File: src/design/slk_consts.vh
`ifndef SLK_CONSTS_VH
`define SLK_CONSTS_VH

// Widths
`define SLK_IR_W 8
`define SLK_CTRL_W 10
`define SLK_CNT_W 8
`define SLK_SEL_W 4
`define SLK_IDB_W 4
`define SLK_BSR_W 6
`define SLK_SYNC_W 10

// Opcodes, all eight bits compared
`define SLK_OP_EXTEST 8'h00
`define SLK_OP_INTEST 8'h03
`define SLK_OP_SAMPLE 8'h82
`define SLK_OP_COUNT_A 8'h88
`define SLK_OP_COUNT_B 8'h09
`define SLK_OP_CTRL_A 8'h8e
`define SLK_OP_CTRL_B 8'h0f
`define SLK_OP_CNT_SCAN 8'hfa
`define SLK_OP_CNT_READ 8'h7b
`define SLK_OP_IDB_SCAN 8'hfc
`define SLK_OP_IDB_READ 8'h7d
`define SLK_OP_SEL_SCAN 8'h7e
`define SLK_IR_RESET 8'hff

// Data register selection codes
`define SLK_DR_BYPASS 3'h0
`define SLK_DR_BSR 3'h1
`define SLK_DR_CTRL 3'h2
`define SLK_DR_CNT 3'h3
`define SLK_DR_IDB 3'h4
`define SLK_DR_SEL 3'h5

// Status word bit positions and fixed bits
`define SLK_ST_PERR 7
`define SLK_ST_COND 3
`define SLK_ST_FIXED 8'h01

// Control register fields
`define SLK_CT_DOWN 9
`define SLK_CT_LATCH0 8
`define SLK_CT_OUT_POL 7
`define SLK_CT_SRC_HI 6
`define SLK_CT_SRC_LO 5
`define SLK_CT_MASK 4
`define SLK_CT_TRISTATE 3
`define SLK_CT_OUT_EN 2
`define SLK_CT_IN_POL 1
`define SLK_CT_PIN_DIS 0
`define SLK_CTRL_RESET 10'h000

// Condition output sources
`define SLK_SRC_NONE 2'h0
`define SLK_SRC_PERR 2'h1
`define SLK_SRC_TERM 2'h2
`define SLK_SRC_COND 2'h3

// Counter values
`define SLK_CNT_ZERO 8'h00
`define SLK_CNT_FULL 8'hff
`define SLK_CNT_ONE 8'h01

// Synchroniser bit positions
`define SLK_SY_TCK 0
`define SLK_SY_TMS 1
`define SLK_SY_TDI 2
`define SLK_SY_TRST 3
`define SLK_SY_RET 4
`define SLK_SY_COND 5
`define SLK_SY_IDB 6

`endif

File: src/design/slk_ir_decode.v
`timescale 1ns/1ns
`include "slk_consts.vh"

module slk_ir_decode (
   input wire CORE_CLK_I,                    // core clock, 25 MHz
   input wire RST_I,                         // synchronous reset, active high
   input wire TCK_I,                         // test clock pin
   input wire TMS_I,                         // test mode select pin
   input wire TDI_I,                         // serial data input pin
   input wire TRST_N_I,                      // test reset pin, active low
   input wire SECONDARY_DATA_RETURN_I,       // serial return from secondary paths
   input wire CONDITION_IN_I,                // condition input pin
   input wire [`SLK_IDB_W-1:0] IDBUS_I,      // identification bus pins
   output wire TDO_O,                        // serial data output
   output wire TDO_OE_O,                     // serial data output enable
   output wire CONDITION_OUT_O,              // condition output level
   output wire CONDITION_OUT_OE_O,           // condition output enable
   output wire [`SLK_SEL_W-1:0] PATH_SELECT_O, // secondary path select latch
   output wire TEST_MODE_O,                  // boundary test mode active
   output wire PINS_DISABLE_O,               // secondary pins disabled
   output wire [`SLK_CNT_W-1:0] COUNT_O      // counter value
);

   localparam [15:0] ST_TLR = 16'h0001;
   localparam [15:0] ST_RTI = 16'h0002;
   localparam [15:0] ST_SEL_DR = 16'h0004;
   localparam [15:0] ST_CAP_DR = 16'h0008;
   localparam [15:0] ST_SH_DR = 16'h0010;
   localparam [15:0] ST_EX1_DR = 16'h0020;
   localparam [15:0] ST_PA_DR = 16'h0040;
   localparam [15:0] ST_EX2_DR = 16'h0080;
   localparam [15:0] ST_UP_DR = 16'h0100;
   localparam [15:0] ST_SEL_IR = 16'h0200;
   localparam [15:0] ST_CAP_IR = 16'h0400;
   localparam [15:0] ST_SH_IR = 16'h0800;
   localparam [15:0] ST_EX1_IR = 16'h1000;
   localparam [15:0] ST_PA_IR = 16'h2000;
   localparam [15:0] ST_EX2_IR = 16'h4000;
   localparam [15:0] ST_UP_IR = 16'h8000;

   wire [`SLK_SYNC_W-1:0] pins;
   wire tck;
   wire tms;
   wire tdi;
   wire trst_n;
   wire ret_in;
   wire cond_pin;
   wire [`SLK_IDB_W-1:0] idbus;

   wire [`SLK_SYNC_W-1:0] pins_raw;
   // All pins share one delay, so test clock and data stay in step
   assign pins_raw = {IDBUS_I, CONDITION_IN_I, SECONDARY_DATA_RETURN_I,
      TRST_N_I, TDI_I, TMS_I, TCK_I};

   slk_sync u_sync (
      .clk_i(CORE_CLK_I),
      .rst_i(RST_I),
      .async_i(pins_raw),
      .stable_o(pins)
   );

   assign tck = pins[`SLK_SY_TCK];
   assign tms = pins[`SLK_SY_TMS];
   assign tdi = pins[`SLK_SY_TDI];
   assign trst_n = pins[`SLK_SY_TRST];
   assign ret_in = pins[`SLK_SY_RET];
   assign cond_pin = pins[`SLK_SY_COND];
   assign idbus = pins[`SLK_SY_IDB +: `SLK_IDB_W];

   reg tck_prev_reg;
   wire tck_rise;
   wire tck_fall;
   assign tck_rise = tck & ~tck_prev_reg;
   assign tck_fall = ~tck & tck_prev_reg;

   reg [15:0] state_reg;
   reg [15:0] state_next;
   reg [`SLK_IR_W-1:0] ir_shift_reg;
   reg [`SLK_IR_W-1:0] ir_latch_reg;
   reg perr_n_latch_reg;
   reg bypass_reg;
   reg [`SLK_BSR_W-1:0] bsr_reg;
   reg [`SLK_BSR_W-1:0] bsr_latch_reg;
   reg [`SLK_CTRL_W-1:0] ctrl_shift_reg;
   reg [`SLK_CTRL_W-1:0] ctrl_reg;
   reg [`SLK_CNT_W-1:0] cnt_shift_reg;
   reg [`SLK_CNT_W-1:0] count_reg;
   reg [`SLK_CNT_W-1:0] preload_reg;
   reg [`SLK_SEL_W-1:0] sel_shift_reg;
   reg [`SLK_SEL_W-1:0] sel_reg;
   reg tdo_reg;
   reg tdo_oe_reg;
   reg cond_prev_reg;
   reg cond_out_reg;
   reg cond_oe_reg;
   // Mode flop loaded with the latch, so the pin never glitches on decode
   reg test_mode_reg;

   // Decoded from the shadow latch only, never from the shifting stage
   function [2:0] dr_select;
      input [`SLK_IR_W-1:0] op;
      begin
         case (op)
            `SLK_OP_EXTEST, `SLK_OP_INTEST, `SLK_OP_SAMPLE: dr_select = `SLK_DR_BSR;
            `SLK_OP_CTRL_A, `SLK_OP_CTRL_B: dr_select = `SLK_DR_CTRL;
            `SLK_OP_CNT_SCAN, `SLK_OP_CNT_READ: dr_select = `SLK_DR_CNT;
            `SLK_OP_IDB_SCAN, `SLK_OP_IDB_READ: dr_select = `SLK_DR_IDB;
            `SLK_OP_SEL_SCAN: dr_select = `SLK_DR_SEL;
            default: dr_select = `SLK_DR_BYPASS;
         endcase
      end
   endfunction

   function is_test_op;
      input [`SLK_IR_W-1:0] op;
      begin
         is_test_op = (op == `SLK_OP_EXTEST) || (op == `SLK_OP_INTEST);
      end
   endfunction

   function is_count_op;
      input [`SLK_IR_W-1:0] op;
      begin
         is_count_op = (op == `SLK_OP_COUNT_A) || (op == `SLK_OP_COUNT_B);
      end
   endfunction

   wire [2:0] dr_sel;
   wire test_mode;
   wire count_op;
   wire perr_n;
   wire cond_active;
   wire dr_in;
   reg dr_lsb;

   assign dr_sel = dr_select(ir_latch_reg);
   assign test_mode = test_mode_reg;
   assign count_op = is_count_op(ir_latch_reg);
   assign perr_n = ~^ir_shift_reg;
   assign cond_active = cond_pin ~^ ctrl_reg[`SLK_CT_IN_POL];
   // Bypass chain picks up the secondary return when any path is linked
   assign dr_in = ((dr_sel == `SLK_DR_BYPASS) && (sel_reg != {`SLK_SEL_W{1'b0}})) ? ret_in : tdi;

   // Applied only on a detected test-clock rise
   always @* begin
      case (state_reg)
         ST_TLR: state_next = tms ? ST_TLR : ST_RTI;
         ST_RTI: state_next = tms ? ST_SEL_DR : ST_RTI;
         ST_SEL_DR: state_next = tms ? ST_SEL_IR : ST_CAP_DR;
         ST_CAP_DR: state_next = tms ? ST_EX1_DR : ST_SH_DR;
         ST_SH_DR: state_next = tms ? ST_EX1_DR : ST_SH_DR;
         ST_EX1_DR: state_next = tms ? ST_UP_DR : ST_PA_DR;
         ST_PA_DR: state_next = tms ? ST_EX2_DR : ST_PA_DR;
         ST_EX2_DR: state_next = tms ? ST_UP_DR : ST_SH_DR;
         ST_UP_DR: state_next = tms ? ST_SEL_DR : ST_RTI;
         ST_SEL_IR: state_next = tms ? ST_TLR : ST_CAP_IR;
         ST_CAP_IR: state_next = tms ? ST_EX1_IR : ST_SH_IR;
         ST_SH_IR: state_next = tms ? ST_EX1_IR : ST_SH_IR;
         ST_EX1_IR: state_next = tms ? ST_UP_IR : ST_PA_IR;
         ST_PA_IR: state_next = tms ? ST_EX2_IR : ST_PA_IR;
         ST_EX2_IR: state_next = tms ? ST_UP_IR : ST_SH_IR;
         ST_UP_IR: state_next = tms ? ST_SEL_DR : ST_RTI;
         default: state_next = ST_TLR;
      endcase
   end

   // ID bus register is the low end of the boundary chain
   always @* begin
      case (dr_sel)
         `SLK_DR_BSR: dr_lsb = bsr_reg[0];
         `SLK_DR_CTRL: dr_lsb = ctrl_shift_reg[0];
         `SLK_DR_CNT: dr_lsb = cnt_shift_reg[0];
         `SLK_DR_IDB: dr_lsb = bsr_reg[0];
         `SLK_DR_SEL: dr_lsb = sel_shift_reg[0];
         default: dr_lsb = bypass_reg;
      endcase
   end

   // TAP state and instruction path, all on test-clock rising edges
   always @(posedge CORE_CLK_I) begin
      if (RST_I || !trst_n) begin
         tck_prev_reg <= 1'b0;
         state_reg <= ST_TLR;
         ir_shift_reg <= `SLK_IR_RESET;
         ir_latch_reg <= `SLK_IR_RESET;
         perr_n_latch_reg <= 1'b1;
         test_mode_reg <= 1'b0;
      end else begin
         tck_prev_reg <= tck;
         if (tck_rise) begin
            state_reg <= state_next;
            case (state_reg)
               ST_TLR: begin
                  ir_latch_reg <= `SLK_IR_RESET;
                  perr_n_latch_reg <= 1'b1;
                  test_mode_reg <= 1'b0;
               end
               ST_CAP_IR: begin
                  ir_shift_reg <= `SLK_ST_FIXED;
                  ir_shift_reg[`SLK_ST_PERR] <= perr_n_latch_reg;
                  ir_shift_reg[`SLK_ST_COND] <= cond_active;
               end
               ST_SH_IR: ir_shift_reg <= {tdi, ir_shift_reg[`SLK_IR_W-1:1]};
               ST_UP_IR: begin
                  ir_latch_reg <= ir_shift_reg;
                  perr_n_latch_reg <= perr_n;
                  test_mode_reg <= is_test_op(ir_shift_reg);
               end
               default: ir_latch_reg <= ir_latch_reg;
            endcase
         end
      end
   end

   // Data registers and counter
   always @(posedge CORE_CLK_I) begin
      if (RST_I || !trst_n || (tck_rise && state_reg == ST_TLR)) begin
         bypass_reg <= 1'b0;
         bsr_reg <= {`SLK_BSR_W{1'b0}};
         bsr_latch_reg <= {`SLK_BSR_W{1'b0}};
         ctrl_shift_reg <= `SLK_CTRL_RESET;
         ctrl_reg <= `SLK_CTRL_RESET;
         cnt_shift_reg <= `SLK_CNT_ZERO;
         count_reg <= `SLK_CNT_ZERO;
         preload_reg <= `SLK_CNT_ZERO;
         sel_shift_reg <= {`SLK_SEL_W{1'b0}};
         sel_reg <= {`SLK_SEL_W{1'b0}};
         cond_prev_reg <= 1'b0;
      end else begin
         cond_prev_reg <= cond_active;
         if (tck_rise && state_reg == ST_CAP_DR) begin
            case (dr_sel)
               `SLK_DR_BSR: bsr_reg <= {CONDITION_OUT_O, cond_pin, idbus};
               `SLK_DR_CNT: cnt_shift_reg <= (ir_latch_reg == `SLK_OP_CNT_SCAN) ? count_reg : preload_reg;
               `SLK_DR_IDB: begin
                  if (ir_latch_reg == `SLK_OP_IDB_SCAN) begin
                     bsr_reg[`SLK_IDB_W-1:0] <= idbus;
                  end
               end
               `SLK_DR_BYPASS: bypass_reg <= 1'b0;
               default: bypass_reg <= bypass_reg;
            endcase
         end else if (tck_rise && state_reg == ST_SH_DR) begin
            case (dr_sel)
               `SLK_DR_BSR: bsr_reg <= {dr_in, bsr_reg[`SLK_BSR_W-1:1]};
               `SLK_DR_CTRL: ctrl_shift_reg <= {dr_in, ctrl_shift_reg[`SLK_CTRL_W-1:1]};
               `SLK_DR_CNT: cnt_shift_reg <= {dr_in, cnt_shift_reg[`SLK_CNT_W-1:1]};
               `SLK_DR_IDB: bsr_reg[`SLK_IDB_W-1:0] <= {dr_in, bsr_reg[`SLK_IDB_W-1:1]};
               `SLK_DR_SEL: sel_shift_reg <= {dr_in, sel_shift_reg[`SLK_SEL_W-1:1]};
               default: bypass_reg <= dr_in;
            endcase
         end else if (tck_rise && state_reg == ST_UP_DR) begin
            case (dr_sel)
               `SLK_DR_BSR: bsr_latch_reg <= bsr_reg;
               `SLK_DR_CTRL: ctrl_reg <= ctrl_shift_reg;
               `SLK_DR_CNT: begin
                  count_reg <= cnt_shift_reg;
                  preload_reg <= cnt_shift_reg;
               end
               `SLK_DR_SEL: sel_reg <= sel_shift_reg;
               default: bsr_latch_reg <= bsr_latch_reg;
            endcase
         // Paced by the core clock, since the test clock may stand still in idle
         end else if (count_op && state_reg == ST_RTI && cond_active && !cond_prev_reg) begin
            // No clear on entry, so a count instruction carries on from the held value
            if (!ctrl_reg[`SLK_CT_DOWN]) begin
               count_reg <= count_reg + `SLK_CNT_ONE;
            end else if (!(ctrl_reg[`SLK_CT_LATCH0] && count_reg == `SLK_CNT_ZERO)) begin
               count_reg <= count_reg - `SLK_CNT_ONE;
            end
         end
      end
   end

   // Condition output and serial output, changed on falling test-clock edges
   reg src_act;
   reg cond_lvl;
   always @* begin
      case (ctrl_reg[`SLK_CT_SRC_HI:`SLK_CT_SRC_LO])
         `SLK_SRC_PERR: src_act = (state_reg == ST_PA_IR) && !perr_n && !ctrl_reg[`SLK_CT_MASK];
         `SLK_SRC_TERM: src_act = ctrl_reg[`SLK_CT_DOWN] ? (count_reg == `SLK_CNT_ZERO) : (count_reg == `SLK_CNT_FULL);
         `SLK_SRC_COND: src_act = cond_active;
         default: src_act = 1'b0;
      endcase
      cond_lvl = src_act ~^ ctrl_reg[`SLK_CT_OUT_POL];
   end

   always @(posedge CORE_CLK_I) begin
      if (RST_I || !trst_n) begin
         tdo_reg <= 1'b1;
         tdo_oe_reg <= 1'b0;
         cond_out_reg <= 1'b1;
         cond_oe_reg <= 1'b0;
      end else if (tck_fall) begin
         // Enable follows the state entered at the last rise
         tdo_oe_reg <= (state_reg == ST_SH_IR) || (state_reg == ST_SH_DR);
         tdo_reg <= (state_reg == ST_SH_IR) ? ir_shift_reg[0] : dr_lsb;
         if (test_mode) begin
            cond_out_reg <= bsr_latch_reg[`SLK_BSR_W-1];
            cond_oe_reg <= 1'b1;
         end else if (!ctrl_reg[`SLK_CT_OUT_EN]) begin
            // Disabled open drain floats high, disabled 3-state floats
            cond_out_reg <= 1'b1;
            cond_oe_reg <= 1'b0;
         end else if (ctrl_reg[`SLK_CT_TRISTATE]) begin
            cond_out_reg <= cond_lvl;
            cond_oe_reg <= 1'b1;
         end else begin
            cond_out_reg <= 1'b0;
            cond_oe_reg <= !cond_lvl;
         end
      end
   end

   assign TDO_O = tdo_reg;
   assign TDO_OE_O = tdo_oe_reg;
   assign CONDITION_OUT_O = cond_out_reg;
   assign CONDITION_OUT_OE_O = cond_oe_reg;
   assign PATH_SELECT_O = sel_reg;
   assign TEST_MODE_O = test_mode;
   assign PINS_DISABLE_O = ctrl_reg[`SLK_CT_PIN_DIS];
   assign COUNT_O = count_reg;

endmodule // slk_ir_decode

File: src/design/slk_sync.v
`timescale 1ns/1ns
`include "slk_consts.vh"

module slk_sync (
   input wire clk_i,          // core clock
   input wire rst_i,          // synchronous reset
   input wire [`SLK_SYNC_W-1:0] async_i, // pins from outside
   output wire [`SLK_SYNC_W-1:0] stable_o // filtered levels
);

   reg [`SLK_SYNC_W-1:0] s1_reg;
   reg [`SLK_SYNC_W-1:0] s2_reg;
   reg [`SLK_SYNC_W-1:0] s3_reg;
   reg [`SLK_SYNC_W-1:0] stable_reg;

   genvar g;
   generate
      for (g = 0; g < `SLK_SYNC_W; g = g + 1) begin : g_bit
         always @(posedge clk_i) begin
            if (rst_i) begin
               s1_reg[g] <= 1'b0;
               s2_reg[g] <= 1'b0;
               s3_reg[g] <= 1'b0;
               stable_reg[g] <= 1'b0;
            end else begin
               s1_reg[g] <= async_i[g];
               s2_reg[g] <= s1_reg[g];
               s3_reg[g] <= s2_reg[g];
               // Change accepted only once two late stages agree
               if (s2_reg[g] == s3_reg[g]) begin
                  stable_reg[g] <= s3_reg[g];
               end
            end
         end
      end
   endgenerate

   assign stable_o = stable_reg;

endmodule // slk_sync

File: config.mk
export PLATFORM = sky130hd
export DESIGN_NAME = slk_ir_decode
export DESIGN_NICKNAME = d
export VERILOG_FILES = /design/src/design/slk_ir_decode.v /design/src/design/slk_sync.v
export VERILOG_INCLUDE_DIRS = /design/src /design/src/design
export SDC_FILE = /design/constraint.sdc
export NUM_CORES = 1
export LEC_CHECK = 0
export BUFFER_PORTS_ARGS = -buffer_cell sky130_fd_sc_hd__buf_2
export CAP_MARGIN = 20
export CORE_ASPECT_RATIO = 1.5
export CORE_MARGIN = 2
export CORE_UTILIZATION = 69
export CTS_BUF_LIST = sky130_fd_sc_hd__clkbuf_4 sky130_fd_sc_hd__clkbuf_8
export DETAILED_ROUTE_END_ITERATION = 7
export PLACE_DENSITY = 0.91
export SLEW_MARGIN = 25
export SYNTH_ARGS = -nofsm -noshare
export SYNTH_HDL_FRONTEND = slang
export SYNTH_SLANG_ARGS = --single-unit
File: constraint.sdc
create_clock -name CORE_CLK_I -period 4 [get_ports CORE_CLK_I]
set_clock_uncertainty 0.2 [all_clocks]
set_input_delay 0.4 -clock CORE_CLK_I [delete_from_list [all_inputs] [get_ports CORE_CLK_I]]
set_output_delay 0.4 -clock CORE_CLK_I [all_outputs]
set_load 0.05 [all_outputs]
# Yosys cells after proc, flatten, opt, wreduce, memory -nomap -nowiden
# Cells that the tools add are included.
dict set report totals {
  reg_bits 145
  latch_bits 0
  ramBits 0
  mem_bits_ro 0
  in_bits 12
  output_inout_bits 18
  wordCells 228
  mem_count 0
}
dict set report classes {
  n_addsub 2
  n_mul 0
  div_mod_pow 0
  magnitude_cmp 0
  n_eq_ne 52
  n_shift 0
  mux 50
  n_bitwise 8
  reduce_logical 54
}
# cell count
set op_table {}
lappend op_table {{16-bit case mux with 12 select lines} 1}
lappend op_table {{8-bit two-way mux} 11}
lappend op_table {{8-bit == test (second input constant)} 6}
lappend op_table {{16-bit two-way mux} 2}
lappend op_table {{8-bit case mux with 2 select lines} 2}
lappend op_table {{8-bit by 7-bit == test with 1-bit output (second input constant)} 3}
lappend op_table {{8-bit logical NOT} 3}
lappend op_table {{6-bit two-way mux} 3}
lappend op_table {{9-bit two-way mux} 2}
lappend op_table {{16-bit by 1-bit == test with 1-bit output (second input constant)} 1}
lappend op_table {{16-bit by 10-bit == test with 1-bit output (second input constant)} 1}
lappend op_table {{16-bit by 11-bit == test with 1-bit output (second input constant)} 1}
lappend op_table {{16-bit by 12-bit == test with 1-bit output (second input constant)} 1}
lappend op_table {{16-bit by 13-bit == test with 1-bit output (second input constant)} 1}
lappend op_table {{16-bit by 14-bit == test with 1-bit output (second input constant)} 1}
lappend op_table {{16-bit by 15-bit == test with 1-bit output (second input constant)} 1}
lappend op_table {{16-bit == test (second input constant)} 1}
lappend op_table {{16-bit by 2-bit == test with 1-bit output (second input constant)} 1}
lappend op_table {{16-bit by 3-bit == test with 1-bit output (second input constant)} 1}
lappend op_table {{16-bit by 4-bit == test with 1-bit output (second input constant)} 1}
lappend op_table {{16-bit by 5-bit == test with 1-bit output (second input constant)} 1}
lappend op_table {{16-bit by 6-bit == test with 1-bit output (second input constant)} 1}
lappend op_table {{16-bit by 7-bit == test with 1-bit output (second input constant)} 1}
lappend op_table {{16-bit by 8-bit == test with 1-bit output (second input constant)} 1}
lappend op_table {{other kinds (44)} 118}

# Logic depth before layout (Yosys ltp)
dict set report logic_depth {
  word_depth 10
  mapped_depth 8
  mapped_depth_nobuf 8
}

# Hierarchy
# From an unflattened synthesis, not the netlist that was laid out.
dict set report unflattened {
  hier_cells 731
  hier_area_um2 6367.4
}
# mod n_inst cells_per_inst area_per_inst_um2 seq_area_each_um2
set modules_own_cells {}
lappend modules_own_cells {slk_ir_decode 1 627 5221.3 2001.9}
lappend modules_own_cells {slk_sync 1 104 1146.1 800.8}

# Worst setup path before layout
# OpenSTA, ideal clock, no wires.
dict set report synth_path {
  path_type {register to register}
  startpoint {register count_reg[1] (netlist: COUNT_O[1])}
  endpoint {register count_reg[5] (netlist: COUNT_O[5])}
  setup_ps 120
  arrival_ps 2149
  required_time_ps 3680
  setup_slack_ps 1531
  path_stages_with_launch 8
  path_buffers 1
  synth_period_minus_slack_ps 2469
  cell_sequence {dfxtp_1 or4_1 or4_1 nand4_1 nand2_4 buf_6 o21ai_0 a21oi_1}
}
dict set report synth_between {
  elab_chain_len 5
  elab_cells_between_ends 10
  classes_between {2 x add/sub; 1 x eq/ne; 4 x mux; 3 x reduce/logical}
}
# item line
set synth_rtl {}
lappend synth_rtl {{start, declared} slk_ir_decode.v:87} ;# reg [`SLK_CNT_W-1:0] count_reg;
lappend synth_rtl {{start signal, assigned} slk_ir_decode.v:224} ;# count_reg <= `SLK_CNT_ZERO;
lappend synth_rtl {{start signal, assigned} slk_ir_decode.v:257} ;# count_reg <= cnt_shift_reg;
lappend synth_rtl {{start signal, assigned} slk_ir_decode.v:267} ;# count_reg <= count_reg + `SLK_CNT_ONE;
lappend synth_rtl {{8-bit by 1-bit subtractor with 8-bit output (no source line)} n/a}
lappend synth_rtl {{8-bit two-way mux} slk_ir_decode.v:268} ;# end else if (!(ctrl_reg[`SLK_CT_LATCH0] && count_reg == `SLK_CNT_ZERO)) begin
lappend synth_rtl {{8-bit two-way mux} slk_ir_decode.v:266} ;# if (!ctrl_reg[`SLK_CT_DOWN]) begin
lappend synth_rtl {{8-bit two-way mux} slk_ir_decode.v:264} ;# end else if (count_op && state_reg == ST_RTI && cond_active && !cond_prev_reg) begin
lappend synth_rtl {{8-bit two-way mux} slk_ir_decode.v:252} ;# end else if (tck_rise && state_reg == ST_UP_DR) begin
# Several ways; a longest one is shown, not always the timed one. The select of a mux whose other input is x is not followed.
# A chain may end at the register's enable or synchronous reset.

# Final worst setup path
dict set report layout_path {
  startpoint {register state_reg[12]}
  endpoint {register ctrl_shift_reg[2]}
}
dict set report layout_between {
  elab_chain_len 4
  elab_cells_between_ends 9
  classes_between {3 x eq/ne; 1 x bitwise; 5 x reduce/logical}
}
# item line
set layout_rtl {}
lappend layout_rtl {{start, declared} slk_ir_decode.v:76} ;# reg [15:0] state_reg;
lappend layout_rtl {{start signal, assigned} slk_ir_decode.v:191} ;# state_reg <= state_next;
lappend layout_rtl {{16-bit by 4-bit == test with 1-bit output} slk_ir_decode.v:231} ;# if (tck_rise && state_reg == ST_CAP_DR) begin
lappend layout_rtl {{1-bit logical AND} slk_ir_decode.v:231}
lappend layout_rtl {{1-bit NOT (no source line)} n/a}
lappend layout_rtl {{3-bit AND reduction (no source line)} n/a}
lappend layout_rtl {{end signal, assigned} slk_ir_decode.v:221} ;# ctrl_shift_reg <= `SLK_CTRL_RESET;
lappend layout_rtl {{end signal, assigned} slk_ir_decode.v:246} ;# `SLK_DR_CTRL: ctrl_shift_reg <= {dr_in, ctrl_shift_reg[`SLK_CTRL_W-1:1]};
lappend layout_rtl {{end, declared} slk_ir_decode.v:84} ;# reg [`SLK_CTRL_W-1:0] ctrl_shift_reg;
# Several ways; a longest one is shown, not always the timed one.

==> results.cfg <==
[run_status]
status = finished clean

[global_route]
grt_pass1_wl_um = 25900
grt_pass1_vias = 5526
grt_max_degree = 46
grt_overflow = 0
antenna_found_initial = 0
grt_use_total = 0.316

[yosys]
syn_nets = 763
ys_seq_area_frac = 0.427
synth_edf_count = 0
synth_cells = 739
synth_area_per_cell_um2 = 8.87
async_flop_share = 0
synth_cell_types = 73
ys_ff_latch = 140
synth_top_flop_cell = dfxtp_1
yosysWarnings = 0
netlist_area_mm2 = 0.00656

[clock_network]
cts.sinks = 140
clockRootBuffer = clkbuf_8
cts.clk_slew.worst_paths_ps = 80
numCtsBuffers = 17
clk-insertion-delay-late_ps = 460
tritoncts = done
cts_setup_buffers = 0
post_cts_resized = 0
htree_levels = 4
cts.path.max_buffers = 2

[setup_path]
slowest_delay_ps = 810
reg2reg_depth = 5
crit_path_end_kind = flip-flop
criticalPathCategory = reg2reg
crit_family = simple AND/OR/NAND/NOR gates
r2r_start = state_reg[12]
critPathMaxFanout = 11
crit_path_frequent_cell = nor4_4
cp.required_ps = 4120
arrival_ps = 3180
rrSetupSlack_ps = 940
crit_path_top_delay_cell = nor4_4
crit_chain = nor4_4 > nand3_1 > nor4_4 > mux2i_1 > nor2_1
worst-path-buf-inv = 0
worstReg2RegEnd = ctrl_shift_reg[2]
cp-start-kind = flip-flop

[timing]
fin_tns_setup_ps = 0
slew_headroom = 0.343
fmax_mhz = 327
slew_viol_final = 0
worst_pin_slew_ps = 986
finalHoldViolCount = 0
final.period_utilization = 0.765
rsz0062_at_grt = no
finalSetupViolCount = 0
period_needed_ps = 3060

[route]
drt-initial-drc-count = 676
firstDrtPassIters = 6
wl_met3_um = 1030
dr_wl_met2_um = 8140
viasPerCell = 6.58
vias = 5821
drc = 0
drt-total-wl_um = 16100
top_layer_used = met4
wl_met1_um = 5990
postRouteAntennaNets = 0
wire_per_inst_um = 18.2

[floorplan]
start_util = 0.709
fp.coreArea_mm2 = 0.00925
fp-row-count = 43
dieArea_mm2 = 0.0103
die_x_um = 83.6
ios = 30
die_h_um = 123

[layout]
drive_gt1_frac = 0.132
largest_reg_flops = 16
area_delta_synth_final_pct = 9.33
fillers = 597
antenna_cells = 0
nets = 783
fin_util = 0.775

[hold_path]
hold_path_class = reg2reg
hold_depth = 1
min_to = u_sync.s2_reg[8]
hold_path.startpoint = u_sync.s1_reg[8]

[placed_design]
portBuffers = 29
place.gp.congestion = 0.980
place_hpwl_um = 10700

[power_and_ir_drop]
peakVddDrop_mv = 0.450
p_leak_nw = 2.71
power.density_mw_per_mm2 = 350

[job]
cap_violations = 0
-- worst max-delay path by stage --
stage / end / depth (start not counted) / startpoint / slack [ps]
6_report: ctrl_shift_reg[2] / 5 / state_reg[12] / 940
5_1_grt: ctrl_reg[8] / 7 / state_reg[12] / 800
4_1_cts: ctrl_reg[8] / 7 / state_reg[12] / 1030
3_5_place_dp: ctrl_reg[8] / 7 / state_reg[12] / 1090
3_3_place_gp: ctrl_shift_reg[3] / 5 / state_reg[15] / 1280
2_1_floorplan: COUNT_O[5] / 7 / COUNT_O[1] / 1530
-- metrics by stage --
step | power [mW] | instances | setup slack [ps] | hold slack, ps | area, um^2
final | 2.51 | 884 | 940 | 242 | 7170
after global routing | 2.57 | 884 | 803 | 252 | 7170
after CTS | 2.51 | 884 | 1030 | 249 | 7160
after detailed placement | 1.46 | 842 | 1090 | 226 | 6690
after global placement | 1.46 | 842 | 1280 | 220 | 6690
after floorplan | 1.46 | 739 | 1530 | 214 | 6560
-- layout by cell type (no fill, tap or decap), types with 4 or more instances in the layout --
cell,n
a211oi_1,4
a21oi_1,41
a22oi_1,9
buf_2,29
buf_4,6
clkbuf_8,18
clkinvlp_4,6
dfxtp_1,140
dlygate4sd3_1,10
ha_1,11
inv_1,14
mux2i_1,48
nand2_1,72
nand2b_1,7
nand3_1,23
nand4_1,10
nor2_1,76
nor2_2,4
nor2b_1,36
nor3_1,18
nor4_4,6
nor4b_1,5
o211ai_1,11
o21a_1,6
o21ai_0,49
o22ai_1,10
o41ai_1,4
or4_1,5
xnor2_1,9
xor2_1,9
-- kinds of logic (layout without fill, tap and decap cells) --
group | count (synthesis) | count (layout) | synth area share
buffers and inverters | 58 | 91 | 0.0410
AND/OR/NAND/NOR | 297 | 297 | 0.249
adder cells (fa/ha/maj) | 12 | 12 | 0.0240
AO/OA/AOI/OAI | 163 | 163 | 0.156
XOR/XNOR | 18 | 18 | 0.0240
flip-flops | 140 | 140 | 0.427
multiplexers | 51 | 51 | 0.0784
-- layout make-up --
type                            count  area (um^2)  share of cell area
Timing Repair Buffer               45          290              0.0405
Multi-Input combinational cell    541         3510               0.490
Tap cell                          112          140              0.0195
Clock inverter                     13          116              0.0162
Inverter                           14         52.6             0.00733
Clock buffer                       19          255              0.0356
Sequential cell                   140         2800               0.391
-- Yosys cell counts (5+ instances only) --
cell | instances | area share
dfxtp_1 | 140 | 0.43
nor2_1 | 76 | 0.044
nand2_1 | 72 | 0.041
o21ai_0 | 50 | 0.038
mux2i_1 | 48 | 0.073
a21oi_1 | 41 | 0.031
nor2b_1 | 36 | 0.034
nand3_1 | 23 | 0.018
buf_2 | 20 | 0.015
clkbuf_1 | 19 | 0.011
nor3_1 | 18 | 0.014
inv_1 | 14 | 0.0080
ha_1 | 11 | 0.021
o211ai_1 | 11 | 0.013
nand4_1 | 10 | 0.0095
o22ai_1 | 10 | 0.0095
a22oi_1 | 9 | 0.010
xnor2_1 | 9 | 0.012
xor2_1 | 9 | 0.012
nand2b_1 | 8 | 0.0076
nor4b_1 | 7 | 0.0093
nor4_4 | 6 | 0.019
o21a_1 | 6 | 0.0069
or4_1 | 5 | 0.0057
-- what timing repair did --
action,4_1_cts,5_1_grt
setup endpoints to repair,0,0
hold buffers,10,0
endpoints found under the hold margin,10,0
-- report_power, final --
group	switching (mW)	leakage, nW	internal (mW)
Sequential	0.00450	1.13	1.40
Combinational	0.0125	1.40	0.0172
Clock	0.554	0.174	0.515
-- metal layers --
| layer | vias to the layer above | GRT usage |
|---|---|---|
| met1 | 2749 | 0.343 |
| met5 | - | 0 |
| met3 | 91 | 0.0661 |
| met4 | 0 | 0.201 |
| met2 | 309 | 0.559 |
| li1 | 2672 | - |
Power figures use the tool's default switching activity.
